`src/spi_exec_pkg.sv`:
```
// Purpose: shared constants and types for the serial command executor
// Assumes: 16-bit words, crc-16 polynomial 0x1021 for both algorithms
// Notes: register map indices double as the command address field
`default_nettype none
package spi_exec_pkg;
  // word geometry
  localparam int WORD_W = 16;
  localparam logic [3:0] BIT_LAST = 4'hF;
  // register addresses
  localparam logic [3:0] ADDR_ID = 4'h0;
  localparam logic [3:0] ADDR_CTRL = 4'h1;
  localparam logic [3:0] ADDR_LINK = 4'h2;
  localparam logic [3:0] ADDR_TXLVL = 4'h3;
  localparam logic [3:0] ADDR_RXLVL = 4'h4;
  localparam logic [3:0] ADDR_DEV = 4'h5;
  localparam logic [3:0] ADDR_MASK = 4'h6;
  localparam logic [3:0] ADDR_STATUS = 4'h7;
  localparam logic [3:0] ADDR_INTERFACE_STATUS = 4'h8;
  localparam logic [3:0] ADDR_TXST = 4'h9;
  localparam logic [3:0] ADDR_RXST = 4'hA;
  // reset values of the stored registers, index 6 down to 1
  localparam logic [6:1][15:0] CFG_RESET = {16'h0000, 16'h0000, 16'h00FF, 16'h01FF,
                                            16'h0000, 16'h00A0};
  // command opcodes, bits 15:12 of the command word
  localparam logic [3:0] OP_FWD_RD_TAIL = 4'h7;
  localparam logic [3:0] OP_DATA_RD_CRC = 4'h8;
  localparam logic [3:0] OP_DATA_RD = 4'h9;
  localparam logic [3:0] OP_REG_WR_CRC = 4'hA;
  localparam logic [3:0] OP_REG_WR = 4'hB;
  localparam logic [3:0] OP_REG_RD_CRC = 4'hC;
  localparam logic [3:0] OP_REG_RD = 4'hD;
  localparam logic [3:0] OP_SOFT_RST = 4'hE;
  // field bits
  localparam int CTRL_ACK_DIS = 0;
  localparam int CTRL_SDO_DIS = 1;
  localparam int CTRL_CRC_ALG = 2;
  localparam int LVL_CLR = 15;
  localparam int DEV_FORCE_FS = 2;
  localparam int DEV_EXIT_FS = 0;
  localparam int MASK_SPI_CRC = 0;
  localparam int STAT_CLR = 15;
  localparam logic [15:0] W1C_BITS = 16'h8000;
  localparam logic [15:0] DEV_W1C_BITS = 16'h0005;
  // crc constants
  localparam logic [15:0] CRC_POLY = 16'h1021;
  localparam logic [15:0] CRC_INIT_FALSE = 16'hFFFF;
  localparam logic [15:0] CRC_INIT_XMODEM = 16'h0000;
  localparam logic [15:0] SRST_CRC_FALSE = 16'hD383;
  localparam logic [15:0] SRST_CRC_XMODEM = 16'hCE8C;
  // device states
  localparam logic [1:0] DEV_NORMAL = 2'h0;
  localparam logic [1:0] DEV_SAFE = 2'h3;

  typedef enum logic [2:0] {
    PH_CMD = 3'b000,
    PH_DATA = 3'b001,
    PH_CRC = 3'b010,
    PH_REPLY = 3'b011,
    PH_DONE = 3'b100
  } phase_type;

  // requests toward the queues and the link
  typedef struct packed {
    logic tx_push;
    logic [15:0] tx_word;
    logic tx_start;
    logic tail_start;
    logic [6:0] tail_count;
    logic rx_store_en;
    logic rx_pop;
    logic rx_clear;
    logic tx_clear;
    logic resync;
  } link_out_type;

  typedef struct packed {
    logic sclk_s1, sclk_s2, sclk_s3;
    logic cs_s1, cs_s2;
    logic din_s1, din_s2;
    phase_type phase;
    logic [15:0] cmd;
    logic [14:0] shift_in;
    logic [3:0] bit_cnt;
    logic [8:0] word_cnt;
    logic [8:0] n_words;
    logic [3:0] addr;
    logic [15:0] crc_acc;
    logic [15:0] reply_crc;
    logic [15:0] out_shift;
    logic [6:1][15:0] cfg;
    logic [6:1][15:0] shadow;
    logic [6:1] sh_valid;
    logic f_spi_crc, f_srst, f_por, f_err;
    logic [1:0] dev_state;
    logic started;
    logic seen_busy;
    logic tail_pending;
    link_out_type link;
    logic serial_out;
    logic serial_out_oe;
    logic fault_n;
  } state_type;

  // one 16-bit word through crc-16, msb first
  function automatic logic [15:0] crc_word(input logic [15:0] c, input logic [15:0] d);
    logic [15:0] r;
    logic fb;
    r = c;
    for (int i = 15; i >= 0; i--) begin
      fb = r[15] ^ d[i];
      r = {r[14:0], 1'b0};
      if (fb) begin
        r = r ^ CRC_POLY;
      end
    end
    return r;
  endfunction
endpackage
`default_nettype wire

```
`src/spi_command_executor.sv`:
```
// Purpose: serial command executor in front of the transmit and receive queues
// Assumes: spi mode 0, msb first; queue and link signals share ref_clk
// Notes: sclk, cs_n and serial_in are synchronised; sclk must be well below ref_clk/4
`default_nettype none
module spi_command_executor #(
  parameter logic [15:0] DEVICE_ID = 16'h5A3C // arbitrary value
) (
  // clock and reset
  input wire logic ref_clk,
  input wire logic reset_n,
  // serial pins
  input wire logic sclk,
  input wire logic cs_n,
  input wire logic serial_in,
  output logic serial_out,
  output logic serial_out_oe,
  output logic fault_n,
  // queue and link side
  input wire logic [15:0] rx_data,
  input wire logic link_busy,
  input wire logic safe_state_req,
  input wire logic drdy_level,
  input wire logic [15:0] interface_status_in,
  input wire logic [15:0] txst_in,
  input wire logic [15:0] rxst_in,
  output spi_exec_pkg::link_out_type link_out,
  output logic safe_state
);

  spi_exec_pkg::state_type st_ff;
  spi_exec_pkg::state_type nxt_st;
  // status word from live flags
  function automatic logic [15:0] status_word(input spi_exec_pkg::state_type s,
                                              input logic drdy);
    logic [15:0] w;
    w = 16'h0000;
    w[10] = drdy;
    w[9] = s.f_srst;
    w[8] = s.f_spi_crc;
    w[6] = s.f_spi_crc;
    w[5:4] = s.dev_state;
    w[1] = s.f_por;
    w[0] = s.f_err;
    return w;
  endfunction
  // register read mux; reserved addresses read zero
  function automatic logic [15:0] reg_read(input spi_exec_pkg::state_type s,
                                           input logic [3:0] a, input logic drdy,
                                           input logic [15:0] i8, input logic [15:0] i9,
                                           input logic [15:0] i10);
    logic [15:0] w;
    w = 16'h0000;
    if (a == spi_exec_pkg::ADDR_ID) begin
      w = DEVICE_ID;
    end else if (a >= spi_exec_pkg::ADDR_CTRL && a <= spi_exec_pkg::ADDR_MASK) begin
      w = s.cfg[a[2:0]];
    end else if (a == spi_exec_pkg::ADDR_STATUS) begin
      w = status_word(s, drdy);
    end else if (a == spi_exec_pkg::ADDR_INTERFACE_STATUS) begin
      w = i8;
    end else if (a == spi_exec_pkg::ADDR_TXST) begin
      w = i9;
    end else if (a == spi_exec_pkg::ADDR_RXST) begin
      w = i10;
    end
    return w;
  endfunction
  // register write with its side effects; mutates a state copy
  function automatic spi_exec_pkg::state_type reg_write(input spi_exec_pkg::state_type s,
                                                        input logic [3:0] a,
                                                        input logic [15:0] d);
    spi_exec_pkg::state_type r;
    r = s;
    if (a >= spi_exec_pkg::ADDR_CTRL && a <= spi_exec_pkg::ADDR_MASK) begin
      r.cfg[a[2:0]] = d;
      if (a == spi_exec_pkg::ADDR_TXLVL || a == spi_exec_pkg::ADDR_RXLVL) begin
        r.cfg[a[2:0]] = d & ~spi_exec_pkg::W1C_BITS;
      end
      if (a == spi_exec_pkg::ADDR_DEV) begin
        r.cfg[a[2:0]] = d & ~spi_exec_pkg::DEV_W1C_BITS;
        if (d[spi_exec_pkg::DEV_EXIT_FS]) begin
          r.dev_state = spi_exec_pkg::DEV_NORMAL;
        end
        if (d[spi_exec_pkg::DEV_FORCE_FS]) begin
          r.dev_state = spi_exec_pkg::DEV_SAFE;
        end
      end
      if (a == spi_exec_pkg::ADDR_TXLVL && d[spi_exec_pkg::LVL_CLR]) begin
        r.link.tx_clear = 1'b1;
      end
      if (a == spi_exec_pkg::ADDR_RXLVL && d[spi_exec_pkg::LVL_CLR]) begin
        r.link.rx_clear = 1'b1;
      end
    end else if (a == spi_exec_pkg::ADDR_STATUS && d[spi_exec_pkg::STAT_CLR]) begin
      r.f_spi_crc = 1'b0;
      r.f_srst = 1'b0;
      r.f_por = 1'b0;
      r.f_err = 1'b0;
    end
    return r;
  endfunction

  // next-state logic
  always_comb begin
    logic rise, fall;
    logic [15:0] w, crc_init, srst_crc, level, nw;
    logic gated, ok, is_read;
    logic [3:0] op;
    rise = 1'b0;
    fall = 1'b0;
    w = 16'h0000;
    crc_init = 16'h0000;
    srst_crc = 16'h0000;
    level = 16'h0000;
    gated = 1'b0;
    ok = 1'b0;
    is_read = 1'b0;
    op = 4'h0;
    nw = 16'h0000;
    nxt_st = st_ff;
    // pin synchronisers
    nxt_st.sclk_s1 = sclk;
    nxt_st.sclk_s2 = st_ff.sclk_s1;
    nxt_st.sclk_s3 = st_ff.sclk_s2;
    nxt_st.cs_s1 = cs_n;
    nxt_st.cs_s2 = st_ff.cs_s1;
    nxt_st.din_s1 = serial_in;
    nxt_st.din_s2 = st_ff.din_s1;
    rise = st_ff.sclk_s2 & ~st_ff.sclk_s3;
    fall = ~st_ff.sclk_s2 & st_ff.sclk_s3;
    // one-cycle requests drop by default
    nxt_st.link.tx_push = 1'b0;
    nxt_st.link.tx_start = 1'b0;
    nxt_st.link.tail_start = 1'b0;
    nxt_st.link.rx_pop = 1'b0;
    nxt_st.link.rx_clear = 1'b0;
    nxt_st.link.tx_clear = 1'b0;
    nxt_st.link.resync = 1'b0;
    crc_init = st_ff.cfg[spi_exec_pkg::ADDR_CTRL][spi_exec_pkg::CTRL_CRC_ALG] ?
               spi_exec_pkg::CRC_INIT_XMODEM : spi_exec_pkg::CRC_INIT_FALSE;
    srst_crc = st_ff.cfg[spi_exec_pkg::ADDR_CTRL][spi_exec_pkg::CTRL_CRC_ALG] ?
               spi_exec_pkg::SRST_CRC_XMODEM : spi_exec_pkg::SRST_CRC_FALSE;
    level = st_ff.cfg[spi_exec_pkg::ADDR_TXLVL];
    op = st_ff.cmd[15:12];
    gated = ~op[0];
    is_read = (op == spi_exec_pkg::OP_DATA_RD_CRC) || (op == spi_exec_pkg::OP_DATA_RD) ||
              (op == spi_exec_pkg::OP_REG_RD_CRC) || (op == spi_exec_pkg::OP_REG_RD);
    w = {st_ff.shift_in, st_ff.din_s2};
    // busy is watched from the link start, so a burst done before the crc is not missed
    if ((st_ff.tail_pending || st_ff.started) && link_busy) begin
      nxt_st.seen_busy = 1'b1;
    end
    if (st_ff.tail_pending && st_ff.seen_busy && !link_busy) begin
      nxt_st.link.tail_start = 1'b1;
      nxt_st.tail_pending = 1'b0;
      nxt_st.seen_busy = 1'b0;
    end
    if (st_ff.cs_s2) begin
      // deselect aborts any frame and releases the output
      nxt_st.phase = spi_exec_pkg::PH_CMD;
      nxt_st.bit_cnt = 4'h0;
      nxt_st.serial_out = 1'b1;
    end else begin
      if (fall && st_ff.phase == spi_exec_pkg::PH_REPLY) begin
        nxt_st.serial_out = st_ff.out_shift[15];
        nxt_st.out_shift = {st_ff.out_shift[14:0], 1'b0};
      end
      if (rise) begin
        nxt_st.shift_in = w[14:0];
        nxt_st.bit_cnt = st_ff.bit_cnt + 4'h1;
      end
      if (rise && st_ff.bit_cnt == spi_exec_pkg::BIT_LAST) begin
        case (st_ff.phase)
          spi_exec_pkg::PH_CMD: begin
            nxt_st.cmd = w;
            nxt_st.crc_acc = spi_exec_pkg::crc_word(crc_init, w);
            nxt_st.word_cnt = 9'h000;
            nxt_st.link.rx_store_en = 1'b0;
            nxt_st.phase = spi_exec_pkg::PH_CRC;
            nxt_st.addr = w[9:6];
            nxt_st.sh_valid = '0;
            nxt_st.n_words = {5'h00, w[3:0]} + 9'h001;
            if (w[15:12] == spi_exec_pkg::OP_FWD_RD_TAIL) begin
              nxt_st.n_words = {4'h0, w[11:7]} + 9'h001;
              nxt_st.link.tail_count = w[6:0];
              nxt_st.link.rx_store_en = 1'b1;
              nxt_st.started = 1'b0;
              nxt_st.seen_busy = 1'b0;
              nxt_st.phase = spi_exec_pkg::PH_DATA;
            end else if (w[15:12] == spi_exec_pkg::OP_DATA_RD_CRC ||
                         w[15:12] == spi_exec_pkg::OP_DATA_RD) begin
              nxt_st.n_words = {1'b0, w[7:0]} + 9'h001;
            end else if (w[15:12] == spi_exec_pkg::OP_REG_WR_CRC ||
                         w[15:12] == spi_exec_pkg::OP_REG_WR) begin
              nxt_st.phase = spi_exec_pkg::PH_DATA;
            end
          end
          spi_exec_pkg::PH_DATA: begin
            nxt_st.crc_acc = spi_exec_pkg::crc_word(st_ff.crc_acc, w);
            nxt_st.word_cnt = st_ff.word_cnt + 9'h001;
            nxt_st.addr = st_ff.addr + 4'h1;
            if (op == spi_exec_pkg::OP_FWD_RD_TAIL) begin
              nxt_st.link.tx_push = 1'b1;
              nxt_st.link.tx_word = w;
              if (!st_ff.started && ({7'h00, st_ff.word_cnt} >= level[8:0] ||
                  st_ff.word_cnt + 9'h001 == st_ff.n_words)) begin
                nxt_st.link.tx_start = 1'b1;
                nxt_st.started = 1'b1;
              end
            end else if (gated) begin
              if (st_ff.addr >= spi_exec_pkg::ADDR_CTRL &&
                  st_ff.addr <= spi_exec_pkg::ADDR_STATUS) begin
                nxt_st.shadow[st_ff.addr[2:0]] = w;
                nxt_st.sh_valid[st_ff.addr[2:0]] = 1'b1;
              end
            end else begin
              nxt_st = reg_write(nxt_st, st_ff.addr, w);
            end
            if (st_ff.word_cnt + 9'h001 == st_ff.n_words) begin
              nxt_st.phase = spi_exec_pkg::PH_CRC;
            end
          end
          spi_exec_pkg::PH_CRC: begin
            ok = (w == st_ff.crc_acc);
            nxt_st.word_cnt = 9'h000;
            nxt_st.phase = spi_exec_pkg::PH_REPLY;
            nw = status_word(st_ff, drdy_level);
            if (op == spi_exec_pkg::OP_SOFT_RST) begin
              if (w == srst_crc && !link_busy) begin
                nxt_st.cfg = spi_exec_pkg::CFG_RESET;
                nxt_st.sh_valid = '0;
                nxt_st.f_spi_crc = 1'b0;
                nxt_st.f_srst = 1'b0;
                nxt_st.f_por = 1'b1;
                nxt_st.f_err = 1'b1;
                nxt_st.dev_state = spi_exec_pkg::DEV_NORMAL;
                nxt_st.link.resync = 1'b1;
                nxt_st.link.rx_clear = 1'b1;
                nxt_st.tail_pending = 1'b0;
                nxt_st.link.rx_store_en = 1'b0;
              end else begin
                nxt_st.f_srst = 1'b1;
              end
              nw = status_word(nxt_st, drdy_level);
            end else if (!ok && !gated) begin
              nxt_st.f_spi_crc = 1'b1;
              if (!st_ff.cfg[spi_exec_pkg::ADDR_MASK][spi_exec_pkg::MASK_SPI_CRC]) begin
                nxt_st.f_err = 1'b1;
              end
              nw = status_word(nxt_st, drdy_level);
            end
            if (op == spi_exec_pkg::OP_FWD_RD_TAIL) begin
              nxt_st.tail_pending = st_ff.link.tail_count != 7'h00;
            end
            if (op == spi_exec_pkg::OP_REG_WR_CRC && ok) begin
              for (int i = 1; i <= 6; i++) begin
                if (st_ff.sh_valid[i]) begin
                  nxt_st = reg_write(nxt_st, 4'(i), st_ff.shadow[i]);
                end
              end
              nw = status_word(nxt_st, drdy_level);
            end
            if (is_read) begin
              nxt_st.n_words = st_ff.n_words;
              if (gated && !ok) begin
                nxt_st.phase = spi_exec_pkg::PH_DONE;
              end else if (op[3:1] == spi_exec_pkg::OP_DATA_RD_CRC[3:1]) begin
                nw = rx_data;
                nxt_st.link.rx_pop = 1'b1;
              end else begin
                nw = reg_read(st_ff, st_ff.addr, drdy_level, interface_status_in, txst_in,
                              rxst_in);
                nxt_st.addr = st_ff.addr + 4'h1;
              end
            end else begin
              nxt_st.n_words = 9'h001;
              if (st_ff.cfg[spi_exec_pkg::ADDR_CTRL][spi_exec_pkg::CTRL_ACK_DIS]) begin
                nxt_st.phase = spi_exec_pkg::PH_DONE;
              end
            end
            nxt_st.out_shift = nw;
            nxt_st.reply_crc = spi_exec_pkg::crc_word(crc_init, nw);
          end
          spi_exec_pkg::PH_REPLY: begin
            nxt_st.word_cnt = st_ff.word_cnt + 9'h001;
            if (st_ff.word_cnt + 9'h001 < st_ff.n_words) begin
              if (op[3:1] == spi_exec_pkg::OP_DATA_RD_CRC[3:1]) begin
                nw = rx_data;
                nxt_st.link.rx_pop = 1'b1;
              end else begin
                nw = reg_read(st_ff, st_ff.addr, drdy_level, interface_status_in, txst_in, rxst_in);
                nxt_st.addr = st_ff.addr + 4'h1;
              end
              nxt_st.out_shift = nw;
              nxt_st.reply_crc = spi_exec_pkg::crc_word(st_ff.reply_crc, nw);
            end else if (st_ff.word_cnt + 9'h001 == st_ff.n_words) begin
              nxt_st.out_shift = st_ff.reply_crc;
            end else begin
              nxt_st.phase = spi_exec_pkg::PH_DONE;
            end
          end
          default: begin
            nxt_st.phase = spi_exec_pkg::PH_DONE; // output keeps its last bit until deselect
          end
        endcase
      end
    end
    // a fail-safe request wins over a same-cycle exit write
    if (safe_state_req) begin
      nxt_st.dev_state = spi_exec_pkg::DEV_SAFE;
    end
    // output enable follows the state of this cycle, fault_n the next-state error flag
    nxt_st.serial_out_oe = ~st_ff.cs_s2 &
                           ~st_ff.cfg[spi_exec_pkg::ADDR_CTRL][spi_exec_pkg::CTRL_SDO_DIS];
    nxt_st.fault_n = ~nxt_st.f_err;
    if (!reset_n) begin
      nxt_st = '0;
      nxt_st.cs_s1 = 1'b1;
      nxt_st.cs_s2 = 1'b1;
      nxt_st.phase = spi_exec_pkg::PH_CMD;
      nxt_st.cfg = spi_exec_pkg::CFG_RESET;
      nxt_st.f_por = 1'b1;
      nxt_st.f_err = 1'b1;
      nxt_st.serial_out = 1'b1;
    end
  end

  // single state register
  always_ff @(posedge ref_clk) begin
    st_ff <= nxt_st;
  end

  assign serial_out = st_ff.serial_out;
  assign serial_out_oe = st_ff.serial_out_oe;
  assign fault_n = st_ff.fault_n;
  assign link_out = st_ff.link;
  assign safe_state = (st_ff.dev_state == spi_exec_pkg::DEV_SAFE);

endmodule
`default_nettype wire

```
`config.mk`:
```
export PLATFORM = sky130hd
export DESIGN_NAME = spi_command_executor
export DESIGN_NICKNAME = d
export VERILOG_FILES = /design/src/spi_exec_pkg.sv /design/src/spi_command_executor.sv
export SDC_FILE = /design/constraint.sdc
export NUM_CORES = 1
export LEC_CHECK = 0
export BUFFER_PORTS_ARGS = -buffer_cell sky130_fd_sc_hd__buf_2
export CAP_MARGIN = 25
export CORE_ASPECT_RATIO = 1.25
export CORE_MARGIN = 10
export CORE_UTILIZATION = 45
export DETAILED_ROUTE_END_ITERATION = 8
export MAX_ROUTING_LAYER = met4
export PLACE_DENSITY_LB_ADDON = 0.12
export RECOVER_POWER = 100
export REMOVE_ABC_BUFFERS = 1
export SLEW_MARGIN = 30
export SYNTH_ARGS = -nofsm -noshare
export SYNTH_HDL_FRONTEND = slang
export SYNTH_SLANG_ARGS = --single-unit
```
`constraint.sdc`:
```
create_clock -name ref_clk -period 9.84 [get_ports ref_clk]
set_input_delay 0.984 -clock ref_clk [delete_from_list [all_inputs] [get_ports ref_clk]]
set_output_delay 0.984 -clock ref_clk [all_outputs]
set_load 0.01 [all_outputs]
```
Word level (Yosys, flattened, before mapping). Index checks and enable logic that the tools add are counted. W data, S select, Z words.

Add/subtract/negate cells: 6. $mul: 0. Divide/modulo/power cells: 0. $lt $le $gt $ge: 7. Equal/unequal tests: 51. Shifts and indexed selects: 0. Multiplexer cells: 419. Bitwise operators: 140. Reduce and logical (&&, ||, !) cells: 56.

Operators with widths (number): $mux W16 (219); $mux W356 (8); $mux W96 (11); $mux W13 (65); $bwmux W96 (4); $pmux W192 S2 (1); $mux W306 (1); $mux W241 (1); $mux W225 (1); $mux W209 (1); $mux W102 (2); $mux W198 (1); $mux W193 (1); $not A3 Y3 (63); $mux W177 (1); $mux W161 (1); $pmux W16 S3 (2); $pmux W32 S3 (1); $xor A1 B1 Y1 (64); $eq A4 B4 Y1 const B (14); $bmux W16 S3 (1); $demux W16 S3 (1); $mux W43 (1); $mux W4 (10); 67 further kinds (204).

Register bits after elaboration: 356. Bits in latches: 0. RAM bits: 0. Bits in read-only memories: 0. Input bits: 72. Output and inout port bits: 35. Logic and storage cells: 731. Memories: 0.

Depth between registers and ports, before layout.
Word-level depth: 110. Depth in mapped cells: 17. Depth with buffers taken out: 15.

Least setup slack after synthesis. OpenSTA, ideal clock, no wires.

Path kind: reg2reg. Start point: register st_ff[289] (netlist name). End point: register st_ff[271] (netlist name). Setup time: 132 ps. Data arrival time: 3842 ps. Required time: 9708 ps. Path slack: 5865 ps. Cell stages (with the launch flop): 16. Path buffers: 3. Clock period less this slack: 3975 ps. Cells stage by stage: dfxtp_1 -> clkinv_1 -> clkbuf_1 -> ha_1 -> buf_4 -> and3b_1 -> or3_1 -> buf_2 -> or3_4 -> a21oi_4 -> xnor2_1 -> xnor3_2 -> xnor2_1 -> xor2_1 -> a2bb2oi_1 -> a21oi_1.

Word-level cells in the longest chain between the ends: 86. Elaborated cells between the ends (all ways): 170. Those cells by class: order compare (2); eq/ne (4); mux (144); bitwise (18); reduce/logical (2).

Ends and longest elaborated chain: start: declaration (line spi_command_executor.sv:30) `spi_exec_pkg::state_type st_ff;`; start signal: assignment (line spi_command_executor.sv:330) `st_ff <= nxt_st;`; $eq A4 B4 Y1 (line spi_command_executor.sv:63) `end else if (a == spi_exec_pkg::ADDR_RXST) begin`; $mux W16 (line spi_command_executor.sv:63); $mux W16 (line spi_command_executor.sv:61) `end else if (a == spi_exec_pkg::ADDR_TXST) begin`; $mux W16 (line spi_command_executor.sv:59) `end else if (a == spi_exec_pkg::ADDR_INTERFACE_STATUS) begin`; $mux W16 (line spi_command_executor.sv:57) `end else if (a == spi_exec_pkg::ADDR_STATUS) begin`; $mux W16 (line spi_command_executor.sv:55) `end else if (a >= spi_exec_pkg::ADDR_CTRL && a <= spi_exec_pkg::ADDR_MASK) begin`; $mux W16 (*) (line spi_command_executor.sv:53) `if (a == spi_exec_pkg::ADDR_ID) begin`; $mux W16 (*) (line spi_command_executor.sv:267) `end else if (op[3:1] == spi_exec_pkg::OP_DATA_RD_CRC[3:1]) begin`; [... 70 more ...]; $mux W16 (line spi_command_executor.sv:172) `if (rise && st_ff.bit_cnt == spi_exec_pkg::BIT_LAST) begin`; $mux W16 (line spi_command_executor.sv:158) `if (st_ff.cs_s2) begin`; $mux W16 (line spi_command_executor.sv:286) `if (st_ff.word_cnt + 9'h001 < st_ff.n_words) begin`; $mux W16 (line spi_command_executor.sv:173) `case (st_ff.phase)`; $mux W16 (line spi_command_executor.sv:172); $mux W16 (line spi_command_executor.sv:158); $mux W16 (line spi_command_executor.sv:286); $pmux W32 S3 (*) (line spi_command_executor.sv:173).

Mark *: on every way between the ends. The rest lies on a longest branch, timed or not. The select of a mux whose other input is x is not followed. A chain may end at the register's enable or synchronous reset.

Final worst setup path.
Start point: register st_ff[289] (netlist name). End point: register st_ff[265] (netlist name).

Word-level cells in the longest chain between the ends: 85. Elaborated cells between the ends (all ways): 183. Those cells by class: order compare (2); eq/ne (4); mux (157); bitwise (18); reduce/logical (2).

Ends and longest elaborated chain: $eq A4 B4 Y1 (line spi_command_executor.sv:63); $mux W16 (line spi_command_executor.sv:63); $mux W16 (line spi_command_executor.sv:61); $mux W16 (line spi_command_executor.sv:59); $mux W16 (line spi_command_executor.sv:57); $mux W16 (line spi_command_executor.sv:55); $mux W16 (*) (line spi_command_executor.sv:53); $mux W16 (*) (line spi_command_executor.sv:267); [... 69 more ...]; $mux W13 (line spi_exec_pkg.sv:112) `if (fb) begin`; $mux W16 (line spi_command_executor.sv:286); $mux W16 (line spi_command_executor.sv:173); $mux W16 (line spi_command_executor.sv:172); $mux W16 (line spi_command_executor.sv:158); $mux W13 (line spi_exec_pkg.sv:112); $mux W16 (line spi_command_executor.sv:286); $pmux W32 S3 (*) (line spi_command_executor.sv:173).

Marks and branches as above.

==> results.py <==
metrics = {
    "synth": {
        "yosys_warnings": 0,
        "synth.top_cells.by_area": "dfxtp_1 36%, nor2_1 6.1%, nand2_1 5.7%, a21oi_1 5.4%, xnor2_1 5.1%",
        "yosysSeqAreaShare_pct": 35.8,
        "synth_area_um2": 19200,
        "synth_cells": 2392,
        "synth-edff-count": 0,
        "synth.most_common_cell": "dfxtp_1",
        "post_synth_most_frequent_cells": "344 x dfxtp_1, 311 x nor2_1, 292 x nand2_1",
        "post_synth_num_cell_types": 87,
        "share_of_flip_flops_with_an_asynchronous_set_or_reset_after_synthesis_pct": 0,
        "synthDominantAreaCellType": "dfxtp_1",
        "ys_seq_elements": 344,
        "post_synth.cell_area_avg_um2": 8.03,
        "postSynth.topFlopCell": "dfxtp_1",
        "synth_top_cell_area_share_pct": 35.8,
    },
    "placed_design": {
        "place.gp.congestion": 1.04,
        "place.port_buffers": 106,
        "dp.cells": 2876,
        "place.detailed.hpwl_um": 53500,
    },
    "route": {
        "drt-total-wl_um": 76500,
        "drt_first_pass_iters": 9,
        "detailroute.via_count": 18500,
        "route.detailed.vias_per_inst": 6.27,
        "postRouteAntennaNets": 0,
        "routed_wire_length_per_instance_um": 26.0,
        "detail_route.iter0.violations": 2145,
        "drc": 3,
    },
    "cells_and_area": {
        "design.final.nets": 2457,
        "syn2layout_area_growth_pct": 9.22,
        "layoutNonFillerInstCount": 2947,
        "regArea_um2": 6890,
        "multi_input_comb_area_um2": 11100,
        "drive_above_1_share_pct": 9.92,
        "diodes": 0,
        "num-fill-cells": 4187,
    },
    "clock_network": {
        "cts_repair_resize_count": 0,
        "clock_tree_from_tritoncts": "yes",
        "ctsHtreeMaxLevel": 2,
        "cts_max_path_buffers": 3,
        "clk_latency_ns": 0.59,
        "clock_sinks": 344,
        "clkSlewWorstSetupHoldPaths_ns": 0.06,
        "cts_root_buffer": "clkbuf_16",
        "cts_setup_buffers": 0,
        "cts_hold_buf": 0,
        "cts_buffers": 39,
    },
    "setup_path": {
        "cp_top_delay_family": "flip-flops",
        "r2r_start": "st_ff[289]$_SDFFE_PN0P_",
        "arrival_ns": 7.80,
        "critical-path-slowest-cell": "dfxtp_1",
        "worst-setup-path-type": "reg2reg",
        "worstSetupEndpointType": "register",
        "crit_buf_inv": 1,
        "critical_path_data_required_time_ns": 10.29,
        "worstPathMaxFanout": 49,
        "slowest_delay_ns": 1.53,
        "worstPathCellList": "clkinv_1 -> ha_1 -> nor3b_1 -> nor3_2 -> nand2_1 -> o31ai_1 -> xnor2_2 -> xor2_2 -> xnor2_2 -> xnor2_2 -> xor2_1 -> a221oi_1 -> nor2_1",
        "crit_path_launch_type": "register",
        "timing.critical_path.mode_cell": "xnor2_2",
        "worstSetupStartpoint": "st_ff[289]$_SDFFE_PN0P_",
    },
    "timing": {
        "finClkSkew_ns": 0.0247,
        "timing.slew.headroom_pct": -134,
        "slew_violations": 407,
        "setup_tns_ns": 0,
        "worst_pin_slew_ns": 3.52,
        "achievable-frequency_ghz": 0.136,
        "rsz0062_at_grt": "false",
        "minimum_hold_slack_ns": 0.411,
        "post-route-min-period_ns": 7.34,
        "finalHoldViolations": 0,
        "timing.final.setup_violations": 0,
        "final_min_period_over_clock_period_pct": 74.6,
    },
    "run_status": {
        "status": "finished with violations",
        "violated_checks": "DRC, capacitance limit, slew limit",
    },
    "global_routing": {
        "antenna_violations_before_repair": 0,
        "grt.total_usage_pct": 29.6,
        "grt_pass1_vias": 17300,
        "globalRouteOverflowTotal": 0,
        "largest_net_degree_at_the_start_of_global_routing": 153,
        "grt_pass1_wl_um": 114000,
    },
    "power": {
        "vdd_drop_max_mv": 0.127,
        "leakagePower_nw": 7.37,
        "power_density_nw_per_um2": 144,
    },
    "worst_hold_path": {
        "timing.hold.worst.class": "reg2reg",
        "min_from": "st_ff[352]$_SDFF_PN1_",
    },
    "die": {
        "floorplan.die.width_um": 205,
        "rows": 84,
        "die_h_um": 251,
        "die_area_um2": 51400,
        "io_pins": 107,
        "starting_density_of_the_core_pct": 45.6,
        "coreArea_um2": 42100,
    },
    "job": {
        "max_cap_viol_count": 11,
    },
}
## layout make-up
class	instances	share of cell area [%]
clock inverter	16	1.09
timing repair buffer	162	4.04
multi-input combinational	1776	52.7
tap	559	3.33
sequential	344	32.8
inverter	35	0.662
clock buffer	55	5.32
## layer usage
layer / GRT usage [%] / vias up / routed length, µm
li1: - / 8443 / -
met1: 37.2 / 8915 / 31400
met2: 45.4 / 921 / 35000
met3: 4.71 / 191 / 6170
met4: 14.3 / 0 / 3950
met5: - / - / 0
## cell families after synthesis
group,synth area share [%]
compound gates,23.9
xor+xnor,10.0
fa+ha+maj,1.76
buf+inv,6.26
flops,35.8
mux,3.18
simple gates,19.0
## worst paths after layout
check,endpoint,slack [ns],cells past startpoint
min,st_ff[351]$_SDFF_PN1_,0.41,1
max,st_ff[265]$_SDFFE_PN0P_,2.50,13
max reg2reg,st_ff[265]$_SDFFE_PN0P_,2.50,13
min reg2reg,st_ff[351]$_SDFF_PN1_,0.41,1
## power breakdown
group / internal, mW / total (mW) / switching [mW]
Clock: 0.905 / 1.55 / 0.646
Sequential: 1.39 / 1.40 / 0.00134
Combinational: 0.0218 / 0.0723 / 0.0505
Total: 2.32 / 3.02 / 0.697
## per-stage QoR
step	power, mW	instance area, µm²	worst slack (ns)	util, %
after floorplan	1.46	18100	3.84	-
after global placement	1.50	19800	4.32	47.0
after detailed placement	1.50	19900	4.12	47.1
after CTS	3.04	21200	4.08	50.3
after global routing	3.10	21000	2.12	49.8
final	3.02	21000	2.50	49.8
## layout by cell type, fill, tap and decap left out, types with 40 or more instances in the layout
cell      count
a21oi_1     206
a222oi_1     72
a22oi_1     106
buf_2        72
buf_4        40
clkbuf_1     58
dfxtp_1     342
nand2_1     292
nand3_1      49
nor2_1      310
o21ai_0      73
xnor2_1     116
xor2_1       68
## flip-flops by register name, indices dropped and copies added (netlist names), named ones only
name,flops
fault_n,1
link_out,30
serial_out,1
serial_out_oe,1
st_ff,310
(Power assumes the default switching activity.)
